$ cat config.mk
export PLATFORM = sky130hd
export DESIGN_NAME = instrument_status_bits
export DESIGN_NICKNAME = d
export VERILOG_FILES = /design/src/design/status_bank_pkg.sv /design/src/design/instrument_status_bits.sv /design/src/design/change_capture.sv
export SDC_FILE = /design/constraint.sdc
export NUM_CORES = 1
export LEC_CHECK = 0
export ABC_AREA = 1
export BUFFER_PORTS_ARGS = -buffer_cell sky130_fd_sc_hd__buf_4
export CAP_MARGIN = 20
export CELL_PAD_IN_SITES_DETAIL_PLACEMENT = 1
export CELL_PAD_IN_SITES_GLOBAL_PLACEMENT = 1
export CORE_ASPECT_RATIO = 0.6
export CORE_UTILIZATION = 38
export DETAILED_ROUTE_END_ITERATION = 7
export PLACE_DENSITY = 0.89
export SLEW_MARGIN = 20
export SYNTH_ARGS = -nofsm -noshare
export SYNTH_HDL_FRONTEND = slang
export SYNTH_SLANG_ARGS = --single-unit
$ cat constraint.sdc
create_clock -name i_clock -period 2.9 [get_ports i_clock]
set_input_delay 0.58 -clock i_clock [delete_from_list [all_inputs] [get_ports i_clock]]
set_output_delay 0.58 -clock i_clock [all_outputs]
set_load 0.03 [all_outputs]
$ cat src/design/status_bank_pkg.sv
// Package of constants and types for the instrument condition status bank
// Behaviour
// - Report-busy bit is 1 exactly while a calibration report is sent.
// - Output_a bit is 1 once output is within tolerance, 0 while settling.
// - Remote bit is 1 under remote control, 0 under local control.
// - High-voltage bit is 1 when programmed voltage exceeds 33 V.
// - Magnitude-change position always reads 0 in the status register.
// - Magnitude-change bit is set only in both change-capture registers.
// - Temporary-calibration bit is 1 while unstored calibration constants are used.
// - High voltage at 7, magnitude at 6, temp cal at 5, operate at 0.
// - Operate bit is 1 in operate, 0 in standby.
// - Capture registers clear at power-on, on their own read, on clear-status.
// - Summary bit set by enabled captured change; never while masks are all 0.
// - Falling edges go to first capture register, rising edges to second.
package status_bank_pkg;

  // Register bus geometry
  localparam int STATUS_W = 16;
  localparam int ADDR_W   = 3;

  // Register indices on the plain register port
  localparam logic [ADDR_W-1:0] ADDR_STATUS   = 3'h0;
  localparam logic [ADDR_W-1:0] ADDR_FALL_CAP = 3'h1;
  localparam logic [ADDR_W-1:0] ADDR_RISE_CAP = 3'h2;
  localparam logic [ADDR_W-1:0] ADDR_FALL_EN  = 3'h3;
  localparam logic [ADDR_W-1:0] ADDR_RISE_EN  = 3'h4;

  // Bit positions inside every register of the bank
  localparam int BIT_REPORT_BUSY  = 12;
  localparam int BIT_OUTPUT_A     = 11;
  localparam int BIT_REMOTE       = 10;
  localparam int BIT_HIGH_VOLTAGE = 7;
  localparam int BIT_MAGNITUDE    = 6;
  localparam int BIT_TEMP_CAL     = 5;
  localparam int BIT_OPERATE      = 0;

  // Positions that hold a real bit; all others read 0
  localparam logic [STATUS_W-1:0] ASSIGNED_MASK = 16'h1CE1;

  // Reset values
  localparam logic [STATUS_W-1:0] STATUS_RESET  = 16'h0000;
  localparam logic [STATUS_W-1:0] CAPTURE_RESET = 16'h0000;
  localparam logic [STATUS_W-1:0] ENABLE_RESET  = 16'h0000;

  // High-voltage threshold, programmed voltage given in millivolts
  localparam int MV_W               = 20;
  localparam int HIGH_VOLTAGE_VOLTS = 33;
  localparam int MV_PER_VOLT        = 1000;
  localparam int HIGH_VOLTAGE_MV    = HIGH_VOLTAGE_VOLTS * MV_PER_VOLT;

  // Live instrument conditions from the rest of the instrument
  typedef struct packed {
    logic report_busy;
    logic output_a;
    logic remote;
    logic temporary_calibration_flag;
    logic operate_state;
  } conditions_t;

  // State of one change-capture register
  typedef struct packed {
    logic [STATUS_W-1:0] bits;
  } capture_state_t;

  // State of the bank itself
  typedef struct packed {
    logic                primed;
    logic [STATUS_W-1:0] status;
    logic [STATUS_W-1:0] en_fall;
    logic [STATUS_W-1:0] en_rise;
    logic [STATUS_W-1:0] rdata;
    logic                summary;
  } bank_state_t;

endpackage

$ cat src/design/instrument_status_bits.sv
// Instrument condition status bank with change capture and summary bit
//
// The address map and the address-and-strobe port were chosen for this implementation.
module instrument_status_bits
  import status_bank_pkg::*;
#(
  parameter int VOLT_W = MV_W
)
(
  // Clock and reset
  input  wire logic                i_clock,
  input  wire logic                i_reset,
  // Register port
  input  wire logic [ADDR_W-1:0]   i_address,
  input  wire logic [STATUS_W-1:0] i_write_data,
  input  wire logic                i_write_strobe,
  input  wire logic                i_read_strobe,
  output logic      [STATUS_W-1:0] o_read_data,
  // Instrument conditions
  input  wire conditions_t         i_conditions,
  input  wire logic [VOLT_W-1:0]   i_programmed_mv,
  input  wire logic                i_magnitude_change,
  input  wire logic                i_clear_status,
  // Status outputs
  output logic      [STATUS_W-1:0] o_status,
  output logic                     o_change_summary_bit
);

  localparam logic [VOLT_W-1:0] HV_LIMIT = VOLT_W'(HIGH_VOLTAGE_MV);

  bank_state_t         st_reg;
  bank_state_t         st_next;
  logic [STATUS_W-1:0] live;
  logic                high_voltage_flag;
  logic [STATUS_W-1:0] fall_set;
  logic [STATUS_W-1:0] rise_set;
  logic                fall_clear;
  logic                rise_clear;
  logic [STATUS_W-1:0] fall_cap;
  logic [STATUS_W-1:0] rise_cap;
  logic [STATUS_W-1:0] mag_bit;

  // Pack live conditions into their bit positions
  function automatic logic [STATUS_W-1:0] build_status(
    input conditions_t c,
    input logic        hv
  );
    logic [STATUS_W-1:0] s;
    s                   = STATUS_RESET;
    s[BIT_REPORT_BUSY]  = c.report_busy;
    s[BIT_OUTPUT_A]     = c.output_a;
    s[BIT_REMOTE]       = c.remote;
    s[BIT_HIGH_VOLTAGE] = hv;
    s[BIT_MAGNITUDE]    = 1'b0;
    s[BIT_TEMP_CAL]     = c.temporary_calibration_flag;
    s[BIT_OPERATE]      = c.operate_state;
    return s & ASSIGNED_MASK;
  endfunction

  // Read decode used by the capture clears; the read data path decodes with its own case
  function automatic logic is_read(
    input logic              strobe,
    input logic [ADDR_W-1:0] addr,
    input logic [ADDR_W-1:0] target
  );
    return strobe && (addr == target);
  endfunction

  // Strictly above the limit; exactly 33 V stays low
  assign high_voltage_flag = (i_programmed_mv > HV_LIMIT);
  assign live              = build_status(i_conditions, high_voltage_flag);

  // Magnitude change lands only in the capture registers
  assign mag_bit = (st_reg.primed && i_magnitude_change) ? (16'h0001 << BIT_MAGNITUDE) : 16'h0000;

  // Edges against last cycle; none before the first sample after reset
  assign fall_set = (st_reg.primed ? (st_reg.status & ~live) : 16'h0000) | mag_bit;
  assign rise_set = (st_reg.primed ? (~st_reg.status & live) : 16'h0000) | mag_bit;

  // Reading a capture register or clear-status empties it
  assign fall_clear = i_clear_status || is_read(i_read_strobe, i_address, ADDR_FALL_CAP);
  assign rise_clear = i_clear_status || is_read(i_read_strobe, i_address, ADDR_RISE_CAP);

  // Capture of one-to-zero transitions
  change_capture u_fall_capture (
    .i_clock   (i_clock),
    .i_reset   (i_reset),
    .i_set     (fall_set),
    .i_clear   (fall_clear),
    .o_capture (fall_cap)
  );

  // Capture of zero-to-one transitions
  change_capture u_rise_capture (
    .i_clock   (i_clock),
    .i_reset   (i_reset),
    .i_set     (rise_set),
    .i_clear   (rise_clear),
    .o_capture (rise_cap)
  );

  // Next state: status sample, enable writes, read data, summary
  always_comb begin
    st_next        = st_reg;
    st_next.primed = 1'b1;
    st_next.status = live;
    st_next.rdata  = 16'h0000;
    // Masks keep only assigned positions
    if (i_write_strobe) begin
      case (i_address)
        ADDR_FALL_EN: begin
          st_next.en_fall = i_write_data & ASSIGNED_MASK;
        end
        ADDR_RISE_EN: begin
          st_next.en_rise = i_write_data & ASSIGNED_MASK;
        end
        default: begin
          st_next.en_fall = st_reg.en_fall;
        end
      endcase
    end
    // Read data stands for one cycle only
    if (i_read_strobe) begin
      case (i_address)
        ADDR_STATUS: begin
          st_next.rdata = st_reg.status;
        end
        ADDR_FALL_CAP: begin
          st_next.rdata = fall_cap;
        end
        ADDR_RISE_CAP: begin
          st_next.rdata = rise_cap;
        end
        ADDR_FALL_EN: begin
          st_next.rdata = st_reg.en_fall;
        end
        ADDR_RISE_EN: begin
          st_next.rdata = st_reg.en_rise;
        end
        default: begin
          st_next.rdata = 16'h0000;
        end
      endcase
    end
    // Summary follows captured bits that are enabled; zero masks keep it low
    st_next.summary = |((fall_cap & st_reg.en_fall) | (rise_cap & st_reg.en_rise));
  end

  // State register
  always_ff @(posedge i_clock or posedge i_reset) begin
    if (i_reset) begin
      st_reg.primed  <= 1'b0;
      st_reg.status  <= STATUS_RESET;
      st_reg.en_fall <= ENABLE_RESET;
      st_reg.en_rise <= ENABLE_RESET;
      st_reg.rdata   <= 16'h0000;
      st_reg.summary <= 1'b0;
    end else begin
      st_reg <= st_next;
    end
  end

  // Outputs straight from flip-flops
  assign o_read_data          = st_reg.rdata;
  assign o_status             = st_reg.status;
  assign o_change_summary_bit = st_reg.summary;

  // Report-busy mirrors the report activity one cycle later
  a_report_busy_bit: assert property (@(posedge i_clock) disable iff (i_reset)
    ##1 (o_status[BIT_REPORT_BUSY] == $past(i_conditions.report_busy)))
    else $error("report busy bit wrong");

  // Output_a bit rises one cycle after the output condition rises
  a_output_a_bit: assert property (@(posedge i_clock) disable iff (i_reset)
    $rose(i_conditions.output_a) |=> o_status[BIT_OUTPUT_A])
    else $error("output_a bit did not rise");

  // Remote bit tracks the control mode
  a_remote_bit: assert property (@(posedge i_clock) disable iff (i_reset)
    i_conditions.remote != o_status[BIT_REMOTE] |=> o_status[BIT_REMOTE] == $past(i_conditions.remote))
    else $error("remote bit wrong");

  // High-voltage bit against the 33 V threshold
  a_high_voltage_bit: assert property (@(posedge i_clock) disable iff (i_reset)
    ##1 (o_status[BIT_HIGH_VOLTAGE] == ($past(i_programmed_mv) > HV_LIMIT)))
    else $error("high voltage bit wrong");

  // Magnitude position never set in status or its read back
  a_magnitude_zero: assert property (@(posedge i_clock) disable iff (i_reset)
    !o_status[BIT_MAGNITUDE] && !($past(i_read_strobe && i_address == ADDR_STATUS) && o_read_data[BIT_MAGNITUDE]))
    else $error("magnitude bit seen in status");

  // Magnitude change shows in both capture registers
  a_magnitude_capture: assert property (@(posedge i_clock) disable iff (i_reset)
    (st_reg.primed && i_magnitude_change) |=> (fall_cap[BIT_MAGNITUDE] && rise_cap[BIT_MAGNITUDE]))
    else $error("magnitude change not captured");

  // Temporary calibration bit
  a_temp_cal_bit: assert property (@(posedge i_clock) disable iff (i_reset)
    ##1 (o_status[BIT_TEMP_CAL] == $past(i_conditions.temporary_calibration_flag)))
    else $error("temporary calibration bit wrong");

  // Operate bit
  a_operate_bit: assert property (@(posedge i_clock) disable iff (i_reset)
    ##1 (o_status[BIT_OPERATE] == $past(i_conditions.operate_state)))
    else $error("operate bit wrong");

  // Read of the rising capture register returns it and clears it
  a_read_clears: assert property (@(posedge i_clock) disable iff (i_reset)
    (i_read_strobe && i_address == ADDR_RISE_CAP && rise_set == 16'h0000)
      |=> (o_read_data == $past(rise_cap)) && (rise_cap == 16'h0000))
    else $error("rising capture read did not clear");

  // Clear-status empties both captures
  a_clear_status: assert property (@(posedge i_clock) disable iff (i_reset)
    (i_clear_status && fall_set == 16'h0000 && rise_set == 16'h0000)
      |=> (fall_cap == 16'h0000) && (rise_cap == 16'h0000))
    else $error("clear status left captures");

  // All masks zero keeps summary low
  a_summary_quiet: assert property (@(posedge i_clock) disable iff (i_reset)
    (st_reg.en_fall == 16'h0000 && st_reg.en_rise == 16'h0000) |=> !o_change_summary_bit)
    else $error("summary set with masks clear");

  // Enabled falling capture raises summary next cycle
  a_summary_sets: assert property (@(posedge i_clock) disable iff (i_reset)
    ((fall_cap & st_reg.en_fall) != 16'h0000) |=> o_change_summary_bit)
    else $error("summary missed enabled change");

  // Falling edge of a status bit lands in the first capture register
  a_fall_edge: assert property (@(posedge i_clock) disable iff (i_reset)
    (st_reg.primed && st_reg.status[BIT_REMOTE] && !live[BIT_REMOTE]) |=> fall_cap[BIT_REMOTE])
    else $error("falling edge not captured");

  // Rising edge lands in the second
  a_rise_edge: assert property (@(posedge i_clock) disable iff (i_reset)
    (st_reg.primed && !st_reg.status[BIT_OPERATE] && live[BIT_OPERATE]) |=> rise_cap[BIT_OPERATE])
    else $error("rising edge not captured");

  // Unassigned positions stay zero everywhere
  a_unassigned_zero: assert property (@(posedge i_clock) disable iff (i_reset)
    ((o_status | o_read_data | fall_cap | rise_cap | st_reg.en_fall | st_reg.en_rise) & ~ASSIGNED_MASK) == 16'h0000)
    else $error("unassigned bit set");

  // Main scenarios
  c_summary_raised: cover property (@(posedge i_clock) disable iff (i_reset) $rose(o_change_summary_bit));
  c_read_falling: cover property (@(posedge i_clock) disable iff (i_reset)
    i_read_strobe && i_address == ADDR_FALL_CAP && fall_cap != 16'h0000);
  c_set_and_clear: cover property (@(posedge i_clock) disable iff (i_reset)
    i_clear_status && rise_set != 16'h0000);

endmodule

$ cat src/design/change_capture.sv
// One sticky change-capture register with clear, set wins over clear
module change_capture
  import status_bank_pkg::*;
(
  // Clock and reset
  input  wire logic                i_clock,
  input  wire logic                i_reset,
  // Events and clear
  input  wire logic [STATUS_W-1:0] i_set,
  input  wire logic                i_clear,
  // Captured bits
  output logic      [STATUS_W-1:0] o_capture
);

  capture_state_t cap_reg;
  capture_state_t cap_next;

  // A change in the clearing cycle must survive the clear
  always_comb begin
    cap_next      = cap_reg;
    cap_next.bits = ((i_clear ? CAPTURE_RESET : cap_reg.bits) | i_set) & ASSIGNED_MASK;
  end

  // State register
  always_ff @(posedge i_clock or posedge i_reset) begin
    if (i_reset) begin
      cap_reg.bits <= CAPTURE_RESET;
    end else begin
      cap_reg <= cap_next;
    end
  end

  assign o_capture = cap_reg.bits;

  // Set beats a simultaneous clear
  a_set_wins_clear: assert property (@(posedge i_clock) disable iff (i_reset)
    (i_set != 16'h0000) |=> ((o_capture & $past(i_set)) == $past(i_set)))
    else $error("capture lost an event");

  // A clear with no new event empties the register
  a_clear_empties: assert property (@(posedge i_clock) disable iff (i_reset)
    (i_clear && i_set == 16'h0000) |=> (o_capture == 16'h0000))
    else $error("capture not cleared");

endmodule

-- Word-level counts from Yosys, hierarchy flattened
Index checks and enable logic that the tools add are counted.
- order comparisons: 1
- equal/unequal tests: 4
- muxes and demuxes: 7
- bitwise gates (word level): 11
- reduce and logical (&&, ||, !) cells: 9
- operator list (kind ; number):
    two-way mux 13 bit ; 5
    one-hot mux 13 bit (5 select lines) ; 1
    AND 13 bit ; 4
    bitwise OR 13 bit ; 3
    inverter 13 bit ; 2
    bitwise OR 13 x 7 -> 13 bit ; 2
    greater-than comparator 20 x 16 -> 1 bit, second input constant ; 1
    OR reduction 16 bit ; 1
    two-way mux 7 bit ; 1
    == test 3 x 2 -> 1 bit, second input constant ; 2
    AND reduction 2 bit ; 2
    == test 3 x 1 -> 1 bit, second input constant ; 1
    == test 3 bit, second input constant ; 1
    logical AND 1 bit ; 3
    zero test 3 bit ; 1
    logical OR 1 bit ; 2
- flip-flop bits (word level): 52
- output and inout port bits: 33
- word-level logic and storage cells: 40

-- Logic depth before layout (Yosys ltp)
Gate-level depths: netlist (run 1).
- depth after elaboration: 6
- gate-level depth with buffers: 9
- mapped depth without buffers: 9

-- Hierarchy
A second synthesis (run 1) with hierarchy kept.
- cell total of the unflattened synthesis: 383
- area, all modules: 2859.0 um^2
- modules (own cells, without submodules) (module ; instances ; cells each ; area each (um^2)):
    instrument_status_bits ; 1 ; 303 ; 2193.4
    change_capture ; 2 ; 40 ; 332.8

-- Least setup slack after synthesis (run 1)
OpenSTA, ideal clock, no wires.
- path kind: input -> register
- from: input port i_read_strobe
- to: register u_rise_capture.cap_reg, in the netlist u_rise_capture.o_capture[7]
- library setup time: 116 ps
- arrival time: 1246 ps
- path slack: 1538 ps
- stages: 4
- path buffers: 0
- path through: clkinv_1 -> o21ai_2 -> or2_2 -> nand2_1
- RTL lines (item ; RTL line ; RTL):
    from (decl) ; instrument_status_bits.sv:17 ; input wire logic i_read_strobe,
    to (signal assigned) ; change_capture.sv:29 ; cap_reg <= cap_next;
    to (decl) ; change_capture.sv:15 ; capture_state_t cap_reg;

==> results of run 1 <==
[cells in the mapped netlist]
| cell | instances | area share (%) |
|---|---|---|
| inv_1 | 49 | 8.1 |
| o32ai_1 | 5 | 1.9 |
| nand2_2 | 1 | 0.28 |
| a21oi_1 | 3 | 0.66 |
| nand2_1 | 48 | 8.0 |
| nand4_1 | 2 | 0.55 |
| clkinv_1 | 1 | 0.17 |
| nor2_1 | 27 | 4.5 |
| buf_6 | 1 | 0.50 |
| nor3_2 | 2 | 0.89 |
| o21ai_0 | 24 | 5.3 |
| o21ai_2 | 1 | 0.39 |
| or2_1 | 1 | 0.28 |
| or2_2 | 1 | 0.28 |
| nor3_1 | 1 | 0.22 |
| conb_1 | 2 | 0.33 |
| nand3_1 | 9 | 2.0 |
| o21ai_4 | 1 | 0.72 |
| o22ai_1 | 11 | 3.0 |
| nand3b_1 | 1 | 0.33 |
| inv_2 | 3 | 0.50 |
| buf_4 | 32 | 11 |
| buf_2 | 1 | 0.22 |
| a221oi_1 | 1 | 0.39 |
| dfrtp_1 | 43 | 48 |
| nand3_2 | 1 | 0.44 |
| o211ai_1 | 5 | 1.7 |
[worst max-delay path by stage]
stage / startpoint / endpoint / slack (ns) / depth (start not counted)
floorplan: i_reset / o_change_summary_bit / 1.32 / 1
global placement: i_address[2] / u_rise_capture.o_capture[7] / 1.13 / 6
detailed placement: i_read_strobe / u_rise_capture.o_capture[7] / 1.11 / 5
CTS: o_status[11] / o_status[11] / 1.40 / 1
global route: i_address[0] / o_read_data[7] / 1.34 / 6
finish: i_read_strobe / u_rise_capture.o_capture[7] / 1.40 / 5
[final cells by class]
type | count | area, sq um | area share (%)
multi-input combinational | 165 | 794.5 | 29.43
tap | 80 | 100.1 | 3.707
timing repair buffer | 55 | 412.9 | 15.29
clock inverter | 2 | 35.03 | 1.297
clock buffer | 6 | 82.58 | 3.058
inverter | 53 | 198.9 | 7.368
sequential | 43 | 1076 | 39.85
[kinds of logic after synthesis]
group           Yosys count
compound gates           51
buf+inv                  87
flops                    43
other cells               2
simple gates             94
[stage by stage]
stage	instances	total power, mW	setup WS (ns)	cell area (sq um)
4_1_cts	404	1.503	1.405	2700
6_report	404	1.495	1.398	2700
3_3_place_gp	396	1.008	1.131	2582
2_1_floorplan	295	0.9247	1.317	2326
3_5_place_dp	396	1.026	1.110	2582
5_1_grt	404	1.573	1.345	2700
[where the power goes]
part           internal (mW)  switching (mW)  total (mW)
logic                  0.107           0.191       0.298
clock network          0.279           0.201       0.480
registers              0.665          0.0519       0.717
[metal layers]
metal  GRT usage (%)  up-vias  part of all wire [%]
met4           4.348        0                  0.73
met5               0        -                     0
met3           4.139        7                   8.6
li1                -      919                     -
met1           31.05      919                    48
met2           33.98       77                    43
==> flow_summary_export.csv, run 1 <==
group,metric,value,unit
outcome,status,"completed",
min_path,worstHoldStart,"i_conditions[0]",
floorplan,start_util,39.98,%
cts,ctsResizeCount,0,
finish,final_util,47.80,%
sta,finalCritPeriodShare,51.78,%
sta,skew,0.005719,ns
sta,final_max_slew_viol_count,0,
global_route,antenna_found_initial,0,
yosys,syn_area,2258,sq um
finish,area_growth,19.56,%
drt,drc_errors,0,
place,io_buffers,54,
floorplan,die-area,6266,sq um
yosys,synth_compound_area_share,14.13,%
cts,clkTransAtPathRegs,0.08,ns
critical_path,worstSetupPathType,"in -> reg",
min_path,hp-class,"in -> reg",
critical_path,reg2reg_slack,1.62,ns
yosys,synthAdderAreaFrac,0,%
drt,wirelength,5996,um
cts,cts_max_level,2,
sta,fmax,0.6660,GHz
finish,final_nets,373,
min_path,hold_depth,1,
finish,drive_gt1_share,22.53,%
yosys,synth_xor_area_share,0,%
power,p_per_area,553.7,nW/um^2
drt,dr.pass1.iters,4,
finish,layout_commonest_cell,"buf_4",
critical_path,crit_required,3.09,ns
power,vdd_ir_drop_max,271.9,uV
floorplan,num_rows,21,
power,p_leak,1.395,nW
sta,period_minus_slack,1.502,ns
critical_path,rr_worst_depth,2,
drt,num_vias,1922,
global_route,grt_first_pass_wirelength,9811,um
finish,largest_reg_flops,15,
yosys,yosysSeqAreaShare,47.65,%
sta,whs,0.3966,ns
sta,setup_tns,0,ns
critical_path,worstPathArrival,1.69,ns
global_route,track_usage,21.43,%
yosys,muxShareOfSynthArea,0,%
drt,drt_iter0_drc,112,
cts,clockBufferDepth,2,
floorplan,die_h,61.72,um
critical_path,crit_fanout,9,
global_route,grt_max_degree,44,
critical_path,crit_path_cell_trace,"buf_4 > clkinv_1 > o21ai_2 > or2_2 > nand2_1",
yosys,netlist_instances,277,
yosys,synth-simple-area-share,17.73,%
yosys,synth_seq_cells,43,
critical_path,r2r_end,"u_rise_capture.o_capture[12]",
sta,hold_viol,0,
yosys,synth_cell_types,27,
job,cap_viol_max_count,0,
critical_path,critPathLaunchType,"input port",
place,place_hpwl,4693,um
floorplan,ios,83,
drt,wl_per_cell,14.84,um
cts,cts_tree,"yes",
cts,cts_inserted_buffers,5,
cts,postCtsSetupBuffers,0,
drt,vias_per_cell,4.757,
yosys,synth_top_family_by_area,"buffers and inverters",
global_route,grt_remaining_overflow,0,
sta,setup_viol,0,
global_route,grt_pass1_vias,1940,
sta,relSlewSlack,60.93,%
cts,hold_buffers,0,
finish,n_fill_cell,719,
yosys,syn_area_per_cell,8.153,sq um
place,gp_congestion,0.8416,
sta,rsz0062_at_grt,"no",
finish,layout_common_cells,"buf_4, inv_1, nand2_1, dfrtp_1, nor2_1",
cts,clkLatencyLatePin,0.29,ns
yosys,yosys_warnings,0,
min_path,holdPathEnd,"o_status[0]",
floorplan,coreArea,5649,sq um
critical_path,r2r-start,"st_reg[65]",
critical_path,cp_slowest_stage_delay,0.50,ns
floorplan,die_x,101.5,um
critical_path,cp_num_buf_inv,2,
drt,ant_nets,0,
critical_path,endpoint_kind,"flop",
cts,cts.sinks,43,
sta,worstMarginPinSlew,0.5828,ns
critical_path,critPathTopFamily,"compound AO/OA/AOI/OAI gates",
cts,root_buffer,"clkbuf_8",
finish,n_antenna_cell,0,
critical_path,slowest_stage,"o21ai_2",
Power figures use the tool's default switching activity.
==> run 2, diff against run 1 <==
Settings changed: CORE_UTILIZATION 38 to 35, PLACE_DENSITY 0.89 to 0.83.
Clock period 2.9 ns to 1.4 ns, I/O delays scaled along.
==> run 2 against run 1 <==
Net effect:
- final cell count rose by 3.5%
- clock power is 110% higher
- first-iteration DRC count fell by 57%
- largest power group unchanged
- flip-flop and latch count unchanged
- sequential share of layout area is 1.4 points lower
- worst hold slack worse by 0.31 ns
- critical endpoint is now o_status[10]
- critical path depth shrank 4
- non-clock buffer count up 10
- sequential power increased by 100%
==> flow_summary_export.csv, run 2 (synthesized netlist as in run 1, its figures left out) <==
group,metric,value,unit
cts,cts_inserted_buffers,5,
drt,drc_errors,0,
critical_path,worstPathArrival,0.91,ns
global_route,grt_remaining_overflow,0,
finish,n_fill_cell,776,
sta,period_minus_slack,1.194,ns
finish,multiInputGateArea,794.5,sq um
critical_path,worstSetupPathType,"reg -> out",
floorplan,die_x,105.7,um
drt,num_vias,1911,
sta,hold_viol,0,
critical_path,cp_num_buf_inv,1,
drt,drt_iter0_drc,48,
cts,postCtsSetupBuffers,0,
power,p_leak,1.445,nW
cts,root_buffer,"clkbuf_8",
place,place_hpwl,4673,um
drt,wirelength,5733,um
finish,post-route-cell-area,2795,sq um
power,vdd_ir_drop_max,463.9,uV
critical_path,critPathTopFamily,"flip-flops",
critical_path,critPathLaunchType,"flop",
global_route,grt_first_pass_wirelength,9818,um
floorplan,die-area,6788,sq um
critical_path,cp_slowest_stage_delay,0.43,ns
outcome,status,"completed",
critical_path,crit_fanout,4,
critical_path,crit_path_cell_trace,"buf_4",
cts,cts.sinks,43,
floorplan,ios,83,
finish,area_growth,23.77,%
global_route,antenna_found_initial,0,
finish,drive_gt1_share,24.55,%
sta,finalCritPeriodShare,85.27,%
drt,vias_per_cell,4.572,
critical_path,slowest_stage,"dfrtp_1",
finish,layout_common_cells,"buf_4, inv_1, nand2_1, dfrtp_1, nor2_1",
sta,final_max_slew_viol_count,0,
drt,ant_nets,0,
sta,fmax,0.8376,GHz
critical_path,crit_required,1.12,ns
cts,clkTransAtPathRegs,0.09,ns
floorplan,coreArea,6166,sq um
cts,clkLatencyLatePin,0.30,ns
place,io_buffers,54,
floorplan,die_h,64.22,um
cts,clockBufferDepth,2,
drt,wl_per_cell,13.72,um
sta,rsz0062_at_grt,"no",
floorplan,start_util,36.63,%
global_route,track_usage,18.75,%
global_route,grt_pass1_vias,1997,
critical_path,endpoint_kind,"output port",
power,p_per_area,1112,nW/um^2
place,place_area,2668,sq um
cts,ctsResizeCount,0,
job,cap_viol_max_count,0,
sta,skew,0.007158,ns
finish,register_area,1076,sq um
finish,final_nets,383,
global_route,grt_max_degree,36,
floorplan,num_rows,22,
min_path,hp-class,"in -> reg",
cts,cts_max_level,2,
cts,hold_buffers,1,
finish,n_antenna_cell,0,
place,gp_congestion,0.7886,
finish,largest_reg_flops,15,
cts,cts_tree,"yes",
place,post-place-ws,-0.01290,ns
finish,layout_commonest_cell,"buf_4",
sta,finalWorstSetupSlack,0.2062,ns
sta,setup_viol,0,
drt,dr.pass1.iters,4,
-- run 2: where the power goes --
group	leakage (nW)	internal, mW	total, mW	switching, mW
Combinational	0.840	0.242	0.633	0.392
Clock	0.0612	0.578	1.01	0.435
Sequential	0.544	1.38	1.46	0.0848
-- run 2: path summary, 6_finish.rpt --
check | start | end | slack [ns] | cells after the start
worst max-delay path | o_status[10] | o_status[10] | 0.21 | 1
worst min-delay path | i_conditions[0] | o_status[0] | 0.09 | 1
worst max register to register | st_reg[38] | o_change_summary_bit | 0.30 | 4
worst min register to register | st_reg[40] | st_reg[40] | 0.50 | 2
max in group asynchronous | i_reset | u_fall_capture.o_capture[12] | 0.35 | 4
min in group asynchronous | i_reset | o_read_data[11] | 0.53 | 3
-- run 2: layout make-up --
| class | instances | area share [%] |
|---|---|---|
| clock buffers | 6 | 2.954 |
| clock inverters | 2 | 1.253 |
| inverters | 53 | 7.117 |
| multi-input cells | 165 | 28.42 |
| flip-flops and latches | 43 | 38.50 |
| well taps | 84 | 3.760 |
| repair buffers | 65 | 17.99 |
-- run 2: metal layers --
layer	up-vias	share of wire (%)	global-route usage [%]
met1	939	50	26.02
met4	0	0.51	3.993
met3	5	3.7	3.776
met5	-	0	0
li1	935	-	-
met2	32	46	30.31
-- run 2: through the flow --
stage / total power, mW / utilization (%) / TNS (ns) / hold WS (ns) / std cells
floorplan: 1.915 / - / 0 / 0.3114 / 295
global placement: 2.092 / 43.26 / 0 / 0.2864 / 409
detailed placement: 2.121 / 43.26 / -0.01290 / 0.2935 / 409
CTS: 3.142 / 45.33 / 0 / 0.08405 / 418
global route: 3.286 / 45.33 / 0 / 0.07589 / 418
finish: 3.108 / 45.33 / 0 / 0.08980 / 418
==> run 3, diff against run 2 <==
Settings changed: BUFFER_PORTS_ARGS -buffer_cell sky130_fd_sc_hd__buf_4 to unset, CORE_UTILIZATION 35 to 45, CTS_CLUSTER_SIZE set to 12, DONT_BUFFER_PORTS set to 1, REMOVE_ABC_BUFFERS set to 1.
==> run 3 against run 2 <==
Net effect:
- clock power decreased by 22%
- via count decreased by 8.5%
- register-to-register slack improved by 0.02 ns
- fmax increased by 0.28%
- combinational power decreased by 30%
- largest cell class unchanged
- highest routed layer unchanged
==> flow_summary_export.csv, run 3 (synthesized netlist as in run 1, its figures left out) <==
group,metric,value,unit
critical_path,r2r_end,"o_read_data[0]",
global_route,track_usage,22.21,%
critical_path,slowest_stage,"dfrtp_1",
global_route,grt_pass1_vias,1753,
cts,clkTransAtPathRegs,0.09,ns
finish,stdcell_count,348,
finish,largest_reg_flops,15,
critical_path,critPathTopFamily,"flip-flops",
critical_path,crit_end,"o_status[11]",
sta,fmax,0.8400,GHz
place,gp_congestion,0.8636,
floorplan,die_h,56.88,um
power,p_comb_share,16.2,%
critical_path,r2r-start,"o_status[0]",
finish,n_antenna_cell,0,
finish,final_nets,334,
sta,finalCritPeriodShare,85.04,%
drt,num_vias,1748,
global_route,antenna_found_initial,0,
critical_path,cp.depth,1,
power,p_int,1.863,mW
job,cap_viol_max_count,0,
finish,layout_commonest_cell,"inv_1",
power,p_sw,0.8953,mW
global_route,grt_first_pass_wirelength,8707,um
power,power.share.sequential,55.3,%
power,p_per_area,1159,nW/um^2
drt,ant_nets,0,
floorplan,die-area,5315,sq um
drt,drt-met1-wl,2603,um
power,switching_share,32.45,%
min_path,hold_depth,2,
cts,postCtsSetupBuffers,0,
finish,drive_gt1_share,9.825,%
cts,cts.sinks,43,
drt,wl_per_cell,15.76,um
global_route,grt_remaining_overflow,0,
cts,clockBufferDepth,2,
cts,ctsResizeCount,0,
critical_path,worstPathArrival,0.91,ns
drt,drt_iter0_drc,64,
place,place_inst,334,
cts,root_buffer,"clkbuf_8",
floorplan,num_rows,19,
min_path,hp-class,"in -> reg",
place,io_buffers,0,
cts,cts_max_level,2,
global_route,grt_max_degree,44,
floorplan,ios,83,
power,vdd_ir_drop_max,562.0,uV
floorplan,coreArea,4683,sq um
critical_path,crit_start,"o_status[11]",
sta,setup_tns,0,ns
critical_path,crit_fanout,4,
critical_path,critPathLaunchType,"flop",
place,place_hpwl,4261,um
critical_path,crit_required,1.12,ns
floorplan,die_x,93.46,um
critical_path,reg2reg_slack,0.32,ns
finish,area_growth,5.374,%
critical_path,worstSetupPathType,"reg -> out",
drt,dr.max_layer_used,"met4",
critical_path,rr_worst_depth,4,
sta,period_minus_slack,1.191,ns
critical_path,crit_path_cell_trace,"buf_4",
drt,wirelength,5484,um
finish,layout_common_cells,"inv_1, nand2_1, dfrtp_1, nor2_1, o21ai_0",
power,p_leak,1.190,nW
drt,met3_length,483,um
critical_path,endpoint_kind,"output port",
cts,clkLatencyLatePin,0.30,ns
floorplan,start_util,48.22,%
drt,drc_errors,0,
sta,hold_viol,0,
critical_path,cp_slowest_stage_delay,0.43,ns
outcome,status,"completed",
cts,cts_inserted_buffers,5,
sta,final_max_slew_viol_count,0,
drt,dr_wl_met2,2362,um
cts,cts_tree,"yes",
sta,setup_viol,0,
sta,skew,0.01121,ns
drt,vias_per_cell,5.023,
power,clock_power_share,28.5,%
critical_path,cp_num_buf_inv,1,
drt,dr.pass1.iters,4,
sta,rsz0062_at_grt,"no",
-- run 3: timing repair --
action                     CTS  global route
setup endpoints to repair    0             0
hold endpoints to repair    45             3
hold buffers                 3             3
-- run 3: stage by stage --
stage | setup slack, ns | hold slack (ns) | area (sq um) | total power [mW] | utilization [%]
after floorplan | 0.1173 | 0.3114 | 2069 | 1.842 | -
after global placement | 0.1666 | 0.2520 | 2236 | 1.958 | 47.74
after detailed placement | 0.1082 | 0.2671 | 2236 | 1.983 | 47.74
after CTS | 0.2088 | 0.0001870 | 2350 | 2.768 | 50.17
after global routing | 0.1650 | 0.1383 | 2380 | 2.899 | 50.81
final | 0.2095 | 0.1400 | 2380 | 2.759 | 50.81
-- run 3: how the worst min path moves through the flow --
stage,from,end,slack (ns)
after floorplan,i_conditions[0],o_status[0],0.31
after global placement,i_reset,o_read_data[10],0.25
after detailed placement,i_reset,o_read_data[11],0.27
after CTS,i_conditions[1],o_status[5],0.0002
after global routing,i_write_data[7],st_reg[40],0.14
final,i_write_data[10],st_reg[43],0.14
-- run 3: final cells by class --
class	count	area, sq um
Fill cell	592	2303
Sequential cell	43	1076
Multi-Input combinational cell	165	794.5
Clock buffer	5	68.82
Tap cell	63	78.83
Timing Repair Buffer	16	147.6
Inverter	53	198.9
Clock inverter	3	15.01
-- run 3: layer usage --
layer,GRT usage (%),up-vias
met5,0,-
met4,4.615,0
met3,6.369,4
met2,32.14,60
met1,32.90,846
li1,-,838
-- run 3: power by group through the flow --
stage / clock [mW] / sequential (mW) / combinational, mW
final: 0.787 / 1.53 / 0.446
after global routing: 0.858 / 1.54 / 0.500
after CTS: 0.800 / 1.53 / 0.443
after detailed placement: 0 / 1.55 / 0.435
after global placement: 0 / 1.54 / 0.416
after floorplan: 0 / 1.53 / 0.316
